[config.mk]
export PLATFORM = sky130hd
export DESIGN_NAME = gmo_object_placement
export DESIGN_NICKNAME = d
export VERILOG_FILES = /design/src/gmo_pkg.sv /design/src/gmo_object_placement.sv
export SDC_FILE = /design/constraint.sdc
export NUM_CORES = 1
export LEC_CHECK = 0
export BUFFER_PORTS_ARGS = -buffer_cell sky130_fd_sc_hd__buf_2
export CORE_AREA = 2 2 221 223
export DETAILED_ROUTE_END_ITERATION = 16
export DIE_AREA = 0 0 223 225
export PLACE_DENSITY = 0.41
export SLEW_MARGIN = 20
export SYNTH_ARGS = -nofsm -noshare
export SYNTH_HDL_FRONTEND = slang
export SYNTH_SLANG_ARGS = --single-unit
[constraint.sdc]
create_clock -name i_clk -period 3.15 [get_ports i_clk]
set_input_delay 0.315 -clock i_clk [delete_from_list [all_inputs] [get_ports i_clk]]
set_output_delay 0.315 -clock i_clk [all_outputs]
set_load 0.02 [all_outputs]
[src/gmo_pkg.sv]
/*
 * Shared constants and carriers for the memory object placement block.
 * Assumes a single 100 MHz clock and a synchronous active-high reset.
 */
package gmo_pkg;
  localparam int unsigned GMO_ADDR_W = 32;
  localparam int unsigned GMO_PAGE_SHIFT = 12;
  localparam int unsigned GMO_PTE_BYTES_SHIFT = 2;
  localparam int unsigned GMO_QW_SHIFT = 3;
  localparam logic [31:0] GMO_RING_MAX_BYTES = 32'h0020_0000;
  localparam logic [1:0] GMO_SIZE_64K = 2'h0;
  localparam logic [1:0] GMO_SIZE_128K = 2'h1;
  localparam logic [1:0] GMO_SIZE_256K = 2'h2;
  localparam logic [1:0] GMO_SIZE_512K = 2'h3;
  localparam logic [18:0] GMO_LIMIT_64K = 19'h0FFFF;
  localparam logic [18:0] GMO_LIMIT_128K = 19'h1FFFF;
  localparam logic [18:0] GMO_LIMIT_256K = 19'h3FFFF;
  localparam logic [18:0] GMO_LIMIT_512K = 19'h7FFFF;
  localparam logic [31:0] GMO_RESET_WORD = 32'h0000_0000;

  typedef struct packed {
    logic valid;
    logic [31:0] addr;
    logic [31:0] data;
  } gmo_mem_req_t;

  typedef struct packed {
    logic valid;
    logic [31:0] data;
  } gmo_mem_rsp_t;
endpackage

[src/gmo_object_placement.sv]
/*
 * Page translation, status page writes and batch buffer walking.
 * Assumes memory answers reads in order with one outstanding read and
 * that the driver sets bases and sizes while the block is idle.
 */
// Summary of operation
// - Translate graphics addresses through tables of 32-bit page entries, global or per-process.
// - Global table is contiguous, 128KB, 256KB or 512KB in size.
// - Per-process table may also be 64KB, chosen by i_second_table_size.
// - Device reports status by bus-master writes into the status page.
// - Ring length handling accepts lengths up to 2MB and no more.
// - Batch end address names the last valid 64-bit word.
// - Batch fetches are main memory reads, never snooped.
// - Batch fetch handles buffers up to 4GB long.
`timescale 1ns/1ns
module gmo_object_placement
  import gmo_pkg::*;
(
  input wire logic i_clk,
  input wire logic i_rst,
  input wire logic [31:0] i_table_base_control,
  input wire logic [1:0] i_table_size,
  input wire logic [31:0] i_second_table_base_control,
  input wire logic [1:0] i_second_table_size,
  input wire logic [31:0] i_status_page_address,
  input wire logic [31:0] i_ring_length,
  input wire gmo_mem_req_t i_xlate_req,
  input wire logic i_xlate_per_process,
  input wire gmo_mem_req_t i_status_req,
  input wire logic [31:0] i_batch_start,
  input wire logic [31:0] i_batch_end,
  input wire logic i_batch_launch_command,
  input wire gmo_mem_rsp_t i_mem_rsp,
  input wire logic i_mem_ready,
  output gmo_mem_req_t o_mem_rd,
  output logic o_mem_snoop,
  output gmo_mem_req_t o_mem_wr,
  output gmo_mem_rsp_t o_xlate_rsp,
  output logic o_xlate_fault,
  output gmo_mem_rsp_t o_batch_qw_addr,
  output logic o_batch_busy,
  output logic o_ring_len_ok
);
  typedef enum logic [1:0] {GMO_IDLE, GMO_XLATE, GMO_BATCH} gmo_state_t;

  gmo_state_t state_r, state_nxt;
  gmo_mem_req_t rd_r, rd_nxt, wr_r, wr_nxt;
  gmo_mem_rsp_t xrsp_r, xrsp_nxt, bqw_r, bqw_nxt;
  logic fault_r, fault_nxt, busy_r, busy_nxt, ring_ok_r, ring_ok_nxt;
  logic [11:0] offs_r, offs_nxt;
  logic [31:0] bcur_r, bcur_nxt;
  logic [31:0] tbase;
  logic [18:0] limit;
  // Full-width entry offset so a far page cannot wrap back into the table
  logic [21:0] ent_off;

  function automatic logic [18:0] size_limit(input logic [1:0] sz);
    if (sz == GMO_SIZE_64K) begin
      return GMO_LIMIT_64K;
    end else if (sz == GMO_SIZE_128K) begin
      return GMO_LIMIT_128K;
    end else if (sz == GMO_SIZE_256K) begin
      return GMO_LIMIT_256K;
    end
    return GMO_LIMIT_512K;
  endfunction

  always_comb begin
    // Low 12 bits ignored, so a sloppy base still lands on a page
    tbase = i_xlate_per_process ? i_second_table_base_control : i_table_base_control;
    tbase[GMO_PAGE_SHIFT-1:0] = '0;
    // Global table never reports the 64KB size; treat that code as 128KB
    limit = i_xlate_per_process ? size_limit(i_second_table_size) :
      ((i_table_size == GMO_SIZE_64K) ? GMO_LIMIT_128K : size_limit(i_table_size));
    ent_off = 22'(i_xlate_req.addr[GMO_ADDR_W-1:GMO_PAGE_SHIFT]) << GMO_PTE_BYTES_SHIFT;
  end

  always_comb begin
    state_nxt = state_r;
    rd_nxt = rd_r;
    wr_nxt = '0;
    xrsp_nxt = '0;
    bqw_nxt = '0;
    fault_nxt = 1'b0;
    busy_nxt = busy_r;
    offs_nxt = offs_r;
    bcur_nxt = bcur_r;
    ring_ok_nxt = (i_ring_length <= GMO_RING_MAX_BYTES);
    if (i_status_req.valid) begin
      wr_nxt.valid = 1'b1;
      wr_nxt.addr = {i_status_page_address[31:GMO_PAGE_SHIFT],
        i_status_req.addr[GMO_PAGE_SHIFT-1:0]};
      wr_nxt.data = i_status_req.data;
    end
    case (state_r)
      GMO_IDLE: begin
        if (i_batch_launch_command) begin
          bcur_nxt = {i_batch_start[31:GMO_QW_SHIFT], 3'h0};
          busy_nxt = 1'b1;
          state_nxt = GMO_BATCH;
        end else if (i_xlate_req.valid) begin
          // Out-of-range page is refused instead of reading past the table
          if ({10'h0, ent_off} > {13'h0, limit} - 32'h3) begin
            fault_nxt = 1'b1;
          end else begin
            rd_nxt.valid = 1'b1;
            rd_nxt.addr = tbase + {10'h0, ent_off};
            rd_nxt.data = GMO_RESET_WORD;
            offs_nxt = i_xlate_req.addr[GMO_PAGE_SHIFT-1:0];
            state_nxt = GMO_XLATE;
          end
        end
      end
      GMO_XLATE: begin
        if (rd_r.valid && i_mem_ready) begin
          rd_nxt.valid = 1'b0;
        end
        if (i_mem_rsp.valid) begin
          xrsp_nxt.valid = 1'b1;
          xrsp_nxt.data = {i_mem_rsp.data[31:GMO_PAGE_SHIFT], offs_r};
          state_nxt = GMO_IDLE;
        end
      end
      GMO_BATCH: begin
        // 32-bit counter walks up to 4GB; end is inclusive
        bqw_nxt.valid = 1'b1;
        bqw_nxt.data = bcur_r;
        if (bcur_r[31:GMO_QW_SHIFT] >= i_batch_end[31:GMO_QW_SHIFT]) begin
          busy_nxt = 1'b0;
          state_nxt = GMO_IDLE;
        end else begin
          bcur_nxt = bcur_r + 32'h8;
        end
      end
      default: begin
        state_nxt = GMO_IDLE;
      end
    endcase
  end

  always_ff @(posedge i_clk) begin
    if (i_rst) begin
      state_r <= GMO_IDLE;
      rd_r <= '0;
      wr_r <= '0;
      xrsp_r <= '0;
      bqw_r <= '0;
      fault_r <= 1'b0;
      busy_r <= 1'b0;
      ring_ok_r <= 1'b0;
      offs_r <= '0;
      bcur_r <= '0;
    end else begin
      state_r <= state_nxt;
      rd_r <= rd_nxt;
      wr_r <= wr_nxt;
      xrsp_r <= xrsp_nxt;
      bqw_r <= bqw_nxt;
      fault_r <= fault_nxt;
      busy_r <= busy_nxt;
      ring_ok_r <= ring_ok_nxt;
      offs_r <= offs_nxt;
      bcur_r <= bcur_nxt;
    end
  end

  assign o_mem_rd = rd_r;
  assign o_mem_snoop = 1'b0;
  assign o_mem_wr = wr_r;
  assign o_xlate_rsp = xrsp_r;
  assign o_xlate_fault = fault_r;
  assign o_batch_qw_addr = bqw_r;
  assign o_batch_busy = busy_r;
  assign o_ring_len_ok = ring_ok_r;
endmodule

==> reports/metrics.yaml, run 1 <==
floorplanning:
  die_w_um: 223
  ios: 564
  row_count: 80
  fp.coreArea_um2: 47550
  die_area_um2: 50180
  die_h_um: 225
  initial_utilization_pct: 19.14
layout:
  drive_above_1_share_pct: 33.63
  final_util_pct: 29.29
  nets: 1964
  syn_to_final_growth_pct: 53.02
  finalNonFillerCells: 2194
  fillers: 5082
yosys:
  syn_area_um2: 9102
  ys_async_sr_fraction_pct: 0
  yosysTopAreaCell: "dfxtp_1"
  syn_area_per_cell_um2: 8.968
  ys_top_cells_by_count: "dfxtp_1, and2_1, nand2_1, a21oi_1, clkbuf_1"
  synth.most_common_cell: "dfxtp_1"
  synth_cells: 1015
  yosysSeqAreaShare_pct: 45.09
  yosys-top-cells-area: "dfxtp_1, and2_1, ha_1"
  synth_edf_count: 0
  synth_seq_cells: 205
  synth_flop_cell: "dfxtp_1"
  synth_top_area_share_pct: 45.09
  synthDistinctLibCells: 67
  synth_warnings: 0
worst_setup_path:
  crit_required_ns: 3.55
  worstPathCellList: "inv_1 -> ha_1 -> nor3b_1 -> o21ai_0 -> a2111oi_2 -> a211oi_2 -> buf_4 -> nor2_1 -> buf_4 -> a221oi_1"
  cp-end-kind: "flip-flop"
  path_max_fanout: 15
  crit_buf_inv: 3
  slowest_stage: "a2111oi_2"
  start_kind: "flip-flop"
  crit_top_cell: "buf_4"
  reg2reg_slack_ns: 0.26
  cpLargestDelayFamily: "compound AO/OA/AOI/OAI gates"
  critPathKind: "flip-flop to flip-flop"
  worstPathArrival_ns: 3.29
  slowest_delay_ns: 0.57
sta:
  drv_slew: 0
  holdWs_ns: 0.03042
  tns_ns: 0
  period_needed_ns: 2.895
  finalCritPeriodShare_pct: 91.90
  worstMarginPinSlew_ns: 0.9230
  fin_skew_ns: 0.006834
  rsz0062_at_grt: "false"
  finalHoldViolCount: 0
  finalSetupViolCount: 0
  maxSlewHeadroom_pct: 37.90
  timing.fmax_mhz: 345.4
cts:
  cts_buffer_depth: 3
  cts-htree-levels: 1
  worstSkewPairLatency_ns: 0.55
  cts_tree: "yes"
  cts_hold_buffers: 106
  cts_root_buf: "clkbuf_16"
  post_cts_buffers: 0
  clk_pin_slew_worst_paths_ns: 0.06
  cts.sinks: 205
  cts_resized: 0
  cts_buffers: 26
power_and_ir_drop:
  vdd_drop_max_uv: 312.8
  power.density_nw_per_um2: 500.3
  power.leakage_nw: 6.573
placement:
  placedCellCount: 2037
  detailed_place_hpwl_mm: 28.43
  place.gp.congestion: 0.7875
  portBuffers: 419
route:
  met3_length_mm: 2.188
  final_antenna_net_count: 0
  drt_first_pass_iters: 7
  avgViaCountPerCell: 4.242
  vias: 9308
  wl_met1_mm: 16.60
  wl_per_cell_um: 17.07
  drc_errors: 0
  drt-total-wl_mm: 37.45
  dr_wl_met2_mm: 17.90
  top_layer_used: "met4"
  drt_iter0_drc: 323
global_route:
  grt_pass1_vias: 9342
  grt_max_degree: 59
  grt_pass1_wl_mm: 54.45
  grt_overflow: 0
  track_usage_pct: 14.01
  antenna_found_initial: 2
run_status:
  status: "completed"
min_path:
  hold_path.class: "input port to flip-flop"
flow_run:
  maxCapViolCount: 0
metrics by stage:
stage | setup slack (ns) | power (mW) | area (um^2)
finish | 0.2551 | 6.968 | 13930
global route | 0.08775 | 7.310 | 13920
detailed placement | 0.1008 | 3.858 | 11990
CTS | 0.2568 | 7.096 | 13920
global placement | 0.08741 | 3.851 | 11990
floorplan | 0.1058 | 3.413 | 9244
cells in the final DEF (no fill, tap or decap), types with 11 or more instances in the layout:
master	netlist	routed
dlygate4sd3_1	0	106
nand3_1	30	30
nand4_1	12	12
o31ai_1	15	15
o311ai_0	12	12
a211oi_1	18	18
nand2_1	92	92
buf_2	8	418
nor2_1	42	41
nor3_1	20	20
and3_1	32	32
mux2i_1	11	11
a21oi_1	69	69
and2_1	99	99
nor4_1	16	16
dfxtp_1	205	205
o21ai_0	32	32
conb_1	1	38
inv_1	39	39
buf_4	39	48
ha_1	43	43
clkbuf_16	0	26
area by class of cell:
class                           instances  area [um^2]  share of cell area (%)
Antenna cell                            3        7.507                 0.05390
Clock buffer                           39        759.5                   5.453
Clock inverter                          9        113.9                  0.8175
Inverter                               40        150.1                   1.078
Multi-Input combinational cell        710         4491                   32.24
Sequential cell                       205         4104                   29.46
Tap cell                              615        769.5                   5.525
Timing Repair Buffer                  573         3533                   25.37
flip-flops by register name, summed over array words and instances, names as in the netlist:
| register | flops |
|---|---|
| o_xlate_rsp | 33 |
| o_mem_rd | 31 |
| o_ring_len_ok | 1 |
| offs_r | 12 |
| o_mem_wr | 65 |
| o_batch_qw_addr | 30 |
| bcur_r | 29 |
| o_batch_busy | 1 |
| state_r | 2 |
| o_xlate_fault | 1 |
worst paths after layout:
kind                                   from              end  cells past startpoint
hold reg to reg                  offs_r[10]  o_xlate_rsp[10]                      1
setup reg to reg                  bcur_r[3]       bcur_r[29]                     10
hold / removal    i_status_page_address[29]     o_mem_wr[61]                      2
setup / recovery                  bcur_r[3]       bcur_r[29]                     10
metal layers:
| metal | up-vias | GRT usage (%) |
|---|---|---|
| li1 | 4605 | - |
| met2 | 293 | 23.77 |
| met3 | 47 | 3.025 |
| met5 | - | 0 |
| met1 | 4363 | 17.84 |
| met4 | 0 | 4.070 |
logic make-up after synthesis:
logic type	Yosys count	synth area share, %
xor+xnor	11	1.058
other cells	1	0.04120
flops	205	45.09
simple gates	383	22.34
fa+ha+maj	44	6.131
mux	20	2.323
compound gates	214	15.66
buf+inv	137	7.368
power breakdown:
group	switching (mW)	internal [mW]	total, mW
Clock	1.23	1.83	3.06
Combinational	0.646	0.512	1.16
Sequential	0.0631	2.69	2.75
Note: power is estimated with default switching activity, not from simulation.
==> run 2: changes to the inputs <==
--- a/config.mk
+++ b/config.mk
@@ -7,6 +7,7 @@
 export LEC_CHECK = 0
 export BUFFER_PORTS_ARGS = -buffer_cell sky130_fd_sc_hd__buf_2
 export CORE_AREA = 2 2 221 223
+export CTS_CLUSTER_SIZE = 16
 export DETAILED_ROUTE_END_ITERATION = 16
 export DIE_AREA = 0 0 223 225
 export PLACE_DENSITY = 0.41
==> constraint.sdc (replaced) <==
create_clock -name i_clk -period 3.15 [get_ports i_clk]
set_input_delay 0.63 -clock i_clk [delete_from_list [all_inputs] [get_ports i_clk]]
set_output_delay 0.63 -clock i_clk [all_outputs]
set_load 0.02 [all_outputs]
==> run 2 against run 1 <==
Against the previous run: worst hold slack improved by 0.23 ns; clock power increased by 14%; largest cell class unchanged; via count decreased by 4.2%; sequential cell count unchanged; non-clock buffer count decreased by 82; largest power group unchanged; combinational power decreased by 7%.
==> reports/metrics.yaml, run 2 (synthesis results as in run 1) <==
route:
  vias: 8917
  avgViaCountPerCell: 4.220
  final_antenna_net_count: 0
  drt_first_pass_iters: 5
  drt_iter0_drc: 396
  wl_per_cell_um: 17.07
  drt-total-wl_mm: 36.07
  drc_errors: 0
worst_setup_path:
  cp.depth: 10
  crit_required_ns: 3.62
  slowest_delay_ns: 0.40
  cp-end-kind: "flip-flop"
  startpoint: "bcur_r[3]"
  crit_path_end: "bcur_r[28]"
  reg2reg_to: "bcur_r[28]"
  worstPathArrival_ns: 3.23
  reg2reg_slack_ns: 0.38
  critPathKind: "flip-flop to flip-flop"
  cpLargestDelayFamily: "compound AO/OA/AOI/OAI gates"
  path_max_fanout: 25
  worstPathCellList: "inv_1 -> ha_1 -> nor3b_1 -> o21ai_0 -> a2111oi_2 -> buf_4 -> a211oi_2 -> buf_12 -> or3_1 -> a221oi_1"
  crit_buf_inv: 3
  r2r-start: "bcur_r[3]"
  start_kind: "flip-flop"
  slowest_stage: "a2111oi_2"
  worstRegToRegCells: 10
run_status:
  status: "completed"
sta:
  worstMarginPinSlew_ns: 0.7736
  rsz0062_at_grt: "false"
  fin_skew_ns: 0.01151
  tns_ns: 0
  finalHoldViolCount: 0
  maxSlewHeadroom_pct: 48.43
  fin_ws_ns: 0.3829
  finalCritPeriodShare_pct: 87.84
  finalSetupViolCount: 0
  period_needed_ns: 2.767
  drv_slew: 0
  timing.fmax_mhz: 361.4
cts:
  clk_pin_slew_worst_paths_ns: 0.06
  cts.sinks: 205
  post_cts_buffers: 0
  cts_resized: 0
  cts_hold_buffers: 0
  cts_root_buf: "clkbuf_16"
  cts-htree-levels: 1
  cts_buffers: 27
  worstSkewPairLatency_ns: 0.56
  cts_buffer_depth: 3
  cts_tree: "yes"
layout:
  final_common_cell: "buf_2"
  syn_to_final_growth_pct: 45.32
  final_cell_mix: "buf_2, dfxtp_1, and2_1"
  largest_register_ffs: 65
  nets: 1883
  fillers: 5136
  drive_above_1_share_pct: 37.57
floorplanning:
  die_w_um: 223
  die_h_um: 225
  fp.coreArea_um2: 47550
  initial_utilization_pct: 19.14
  die_area_um2: 50180
  row_count: 80
  ios: 564
power_and_ir_drop:
  vdd_drop_max_uv: 368.4
  power.density_nw_per_um2: 554.0
  p_sw_share_pct: 26.90
  totalPowerFinal_mw: 7.328
  comb_power_share_pct: 14.8
  switching_power_mw: 1.971
  power.share.clock_pct: 47.7
  p_int_mw: 5.357
  seq_power_share_pct: 37.5
  power.leakage_nw: 6.303
min_path:
  hold_path.class: "input port to flip-flop"
placement:
  portBuffers: 419
  place.gp.congestion: 0.7895
  place_ws_ns: -0.05182
  detailed_place_hpwl_mm: 28.03
global_route:
  grt_overflow: 0
  grt_use_met2_pct: 22.87
  track_usage_pct: 13.63
  grt_pass1_wl_mm: 52.88
  gr-usage-met1_pct: 17.84
  grt_pass1_vias: 8758
  grt_max_degree: 59
  use_met3_pct: 2.412
  antenna_found_initial: 4
  busiest_layer: "met2"
flow_run:
  maxCapViolCount: 0
-- run 2: changes by cell type in the layout (fill, tap and decap cells not counted), moves of 2 or more --
cell	change
a41oi_2	+2
clkbuf_8	-4
a41oi_1	-2
clkinvlp_4	+3
clkbuf_1	-3
buf_12	+2
dlygate4sd3_1	-106
bufinv_16	+5
buf_4	+22
-- run 2: power groups by stage --
stage               sequential [mW]  clock [mW]  combinational [mW]
global placement               2.81           0                1.09
floorplan                      2.86           0               0.560
CTS                            2.75        3.63                1.10
global route                   2.76        3.71                1.20
finish                         2.75        3.49                1.08
detailed placement             2.81           0                1.09
-- run 2: worst register-to-register path: cells and delay by family (launching register included) --
| kind | cells | cell delay, ns |
|---|---|---|
| compound gates | 4 | 0.98 |
| fa+ha+maj | 1 | 0.28 |
| buf+inv | 3 | 0.50 |
| flops | 1 | 0.37 |
| simple gates | 2 | 0.56 |
-- run 2: layout make-up --
cell class / instances / area, um^2 / share of cell area [%]
inverters: 40 / 150.1 / 1.135
clock buffers: 33 / 718.2 / 5.429
multi-input cells: 710 / 4513 / 34.12
diodes: 2 / 5.005 / 0.03784
clock inverters: 17 / 290.3 / 2.194
repair buffers: 491 / 2678 / 20.24
flip-flops and latches: 205 / 4104 / 31.03
well taps: 615 / 769.5 / 5.817
-- run 2: through the flow --
stage / std cells / hold slack, ns / util (%) / area (um^2)
finish: 2113 / 0.2629 / 27.82 / 13230
global route: 2113 / 0.2369 / 27.82 / 13230
CTS: 2111 / 0.2251 / 27.81 / 13220
detailed placement: 2061 / 0.4418 / 25.69 / 12210
global placement: 2061 / 0.4341 / 25.69 / 12210
floorplan: 1052 / 0.4296 / - / 9279
-- run 2: routing by layer --
metal,part of all wire [%],up-vias
met5,0.075,-
met4,2.0,4
met3,5.8,45
met2,48,291
met1,44,4138
li1,-,4439
-- run 2: how the worst min path moves through the flow --
stage | slack, ns | depth (start not counted) | start | end
3_3_place_gp | 0.43 | 1 | offs_r[11] | o_xlate_rsp[11]
6_report | 0.26 | 2 | i_status_page_address[21] | o_mem_wr[53]
3_5_place_dp | 0.44 | 2 | o_mem_rd[50] | o_mem_rd[50]
5_1_grt | 0.24 | 2 | i_status_req[9] | o_mem_wr[9]
4_1_cts | 0.23 | 2 | i_status_page_address[21] | o_mem_wr[53]
2_1_floorplan | 0.43 | 1 | offs_r[0] | o_xlate_rsp[0]
==> run 3: changes to the inputs <==
--- a/config.mk
+++ b/config.mk
@@ -6,11 +6,13 @@
 export NUM_CORES = 1
 export LEC_CHECK = 0
 export BUFFER_PORTS_ARGS = -buffer_cell sky130_fd_sc_hd__buf_2
-export CORE_AREA = 2 2 221 223
+export CELL_PAD_IN_SITES_DETAIL_PLACEMENT = 2
+export CELL_PAD_IN_SITES_GLOBAL_PLACEMENT = 2
+export CORE_AREA = 2 2 218 220
 export CTS_CLUSTER_SIZE = 16
 export DETAILED_ROUTE_END_ITERATION = 16
-export DIE_AREA = 0 0 223 225
-export PLACE_DENSITY = 0.41
+export DIE_AREA = 0 0 220 222
+export PLACE_DENSITY = 0.68
 export SLEW_MARGIN = 20
 export SYNTH_ARGS = -nofsm -noshare
 export SYNTH_HDL_FRONTEND = slang
==> constraint.sdc (replaced) <==
create_clock -name i_clk -period 3.4 [get_ports i_clk]
set_input_delay 0.68 -clock i_clk [delete_from_list [all_inputs] [get_ports i_clk]]
set_output_delay 0.68 -clock i_clk [all_outputs]
set_load 0.02 [all_outputs]
==> run 3 against run 2 <==
Against the previous run: die area is 2.7% lower; non-clock buffer count down 29; cell area is 2.8% lower; sequential power down 7%; clock skew hardly changed; largest power group unchanged.
==> reports/metrics.yaml, run 3 (synthesis results as in run 1) <==
run_status:
  status: "completed"
sta:
  finalCritPeriodShare_pct: 86.53
  fin_skew_ns: 0.01143
  worstMarginPinSlew_ns: 0.8774
  timing.fmax_mhz: 339.9
  finalHoldViolCount: 0
  rsz0062_at_grt: "false"
  maxSlewHeadroom_pct: 41.51
  drv_slew: 0
  finalSetupViolCount: 0
  period_needed_ns: 2.942
floorplanning:
  row_count: 79
  die_area_um2: 48840
  ios: 564
  die_w_um: 220
  fp.coreArea_um2: 46260
  initial_utilization_pct: 19.68
  die_h_um: 222
layout:
  final_cell_mix: "buf_2, dfxtp_1, and2_1"
  syn_to_final_growth_pct: 41.29
  drive_above_1_share_pct: 35.80
  nets: 1854
  largest_register_ffs: 65
  finalNonFillerCells: 2072
  fillers: 5358
  final_common_cell: "buf_2"
  final_area_um2: 12860
placement:
  portBuffers: 419
  placed_cell_area_um2: 11960
  place.gp.congestion: 0.8308
  detailed_place_hpwl_mm: 31.39
  placedCellCount: 2024
cts:
  cts_tree: "yes"
  cts_hold_buffers: 0
  cts_resized: 0
  worstSkewPairLatency_ns: 0.56
  post_cts_buffers: 0
  cts_buffer_depth: 3
  cts_root_buf: "clkbuf_16"
  cts-htree-levels: 1
  clk_pin_slew_worst_paths_ns: 0.06
  cts_buffers: 27
  cts.sinks: 205
power_and_ir_drop:
  power.leakage_nw: 6.107
  totalPowerFinal_mw: 6.480
  vdd_drop_max_uv: 321.5
  power.density_nw_per_um2: 503.9
worst_setup_path:
  critPathKind: "flip-flop to flip-flop"
  start_kind: "flip-flop"
  reg2reg_slack_ns: 0.46
  cp-end-kind: "flip-flop"
  worstPathArrival_ns: 3.41
  path_max_fanout: 24
  crit_required_ns: 3.86
  worstRegToRegCells: 9
  reg2reg_to: "bcur_r[28]"
  r2r-start: "bcur_r[3]"
route:
  drc_errors: 0
  wl_per_cell_um: 19.51
  vias: 9160
  drt-total-wl_mm: 40.43
  avgViaCountPerCell: 4.421
  drt_iter0_drc: 273
  final_antenna_net_count: 0
  drt_first_pass_iters: 4
global_route:
  grt_max_degree: 66
  track_usage_pct: 16.01
  grt_overflow: 0
  grt_pass1_vias: 10050
  grt_pass1_wl_mm: 60.35
  antenna_found_initial: 6
min_path:
  min_path_cells: 2
  min_from: "i_ring_length[21]"
  hold_path.class: "input port to flip-flop"
  holdPathEnd: "o_ring_len_ok"
flow_run:
  maxCapViolCount: 0
-- run 3: worst max path at each step --
stage          depth (start not counted)                start            to  slack [ns]
4_1_cts                                9            bcur_r[3]    bcur_r[28]        0.40
5_1_grt                                9            bcur_r[3]    bcur_r[28]        0.16
6_report                               9            bcur_r[3]    bcur_r[28]        0.46
3_5_place_dp                          13  i_xlate_per_process  o_mem_rd[51]       -0.06
3_3_place_gp                          11  i_xlate_per_process  o_mem_rd[58]        0.02
2_1_floorplan                         11  i_xlate_per_process  o_mem_rd[58]        0.05
-- run 3: worst max-delay path, stage by stage, from the launching register on --
cell and delay, ns:
dfxtp_1 0.39, inv_1 0.13, ha_1 0.29, nor3b_1 0.21, o21ai_0 0.29, a2111oi_2 0.52
a211oi_2 0.19, buf_12 0.19, or3_1 0.38, a221oi_1 0.25
-- run 3: power by group --
| group | leakage, nW | switching, mW | internal (mW) |
|---|---|---|---|
| clock network | 0.439 | 1.15 | 1.78 |
| registers | 1.67 | 0.0796 | 2.49 |
| logic | 4.00 | 0.580 | 0.397 |
| total | 6.11 | 1.81 | 4.67 |
-- run 3: routing by layer --
metal	routed length, um	GRT usage (%)
met3	2619	3.580
met2	20470	28.61
met4	894	4.633
met1	16420	18.95
met5	27	0
-- run 3: final cells by class --
type | count | area [um^2] | area share [%]
flip-flops and latches | 205 | 4104 | 31.91
diodes | 4 | 10.01 | 0.07783
inverters | 40 | 150.1 | 1.167
clock buffers | 37 | 763.2 | 5.934
repair buffers | 462 | 2460 | 19.13
well taps | 607 | 759.5 | 5.905
multi-input cells | 710 | 4486 | 34.88
clock inverters | 7 | 128.9 | 1.002
-- run 3: metrics by stage --
step	util (%)	hold WS, ns	worst slack [ns]	TNS (ns)
final	27.80	0.2852	0.4579	0
after global routing	27.79	0.2663	0.1630	0
after CTS	27.78	0.2507	0.4028	0
after floorplan	-	0.4296	0.05341	0
after detailed placement	25.85	0.4447	-0.05521	-0.2169
after global placement	25.85	0.4350	0.02345	0
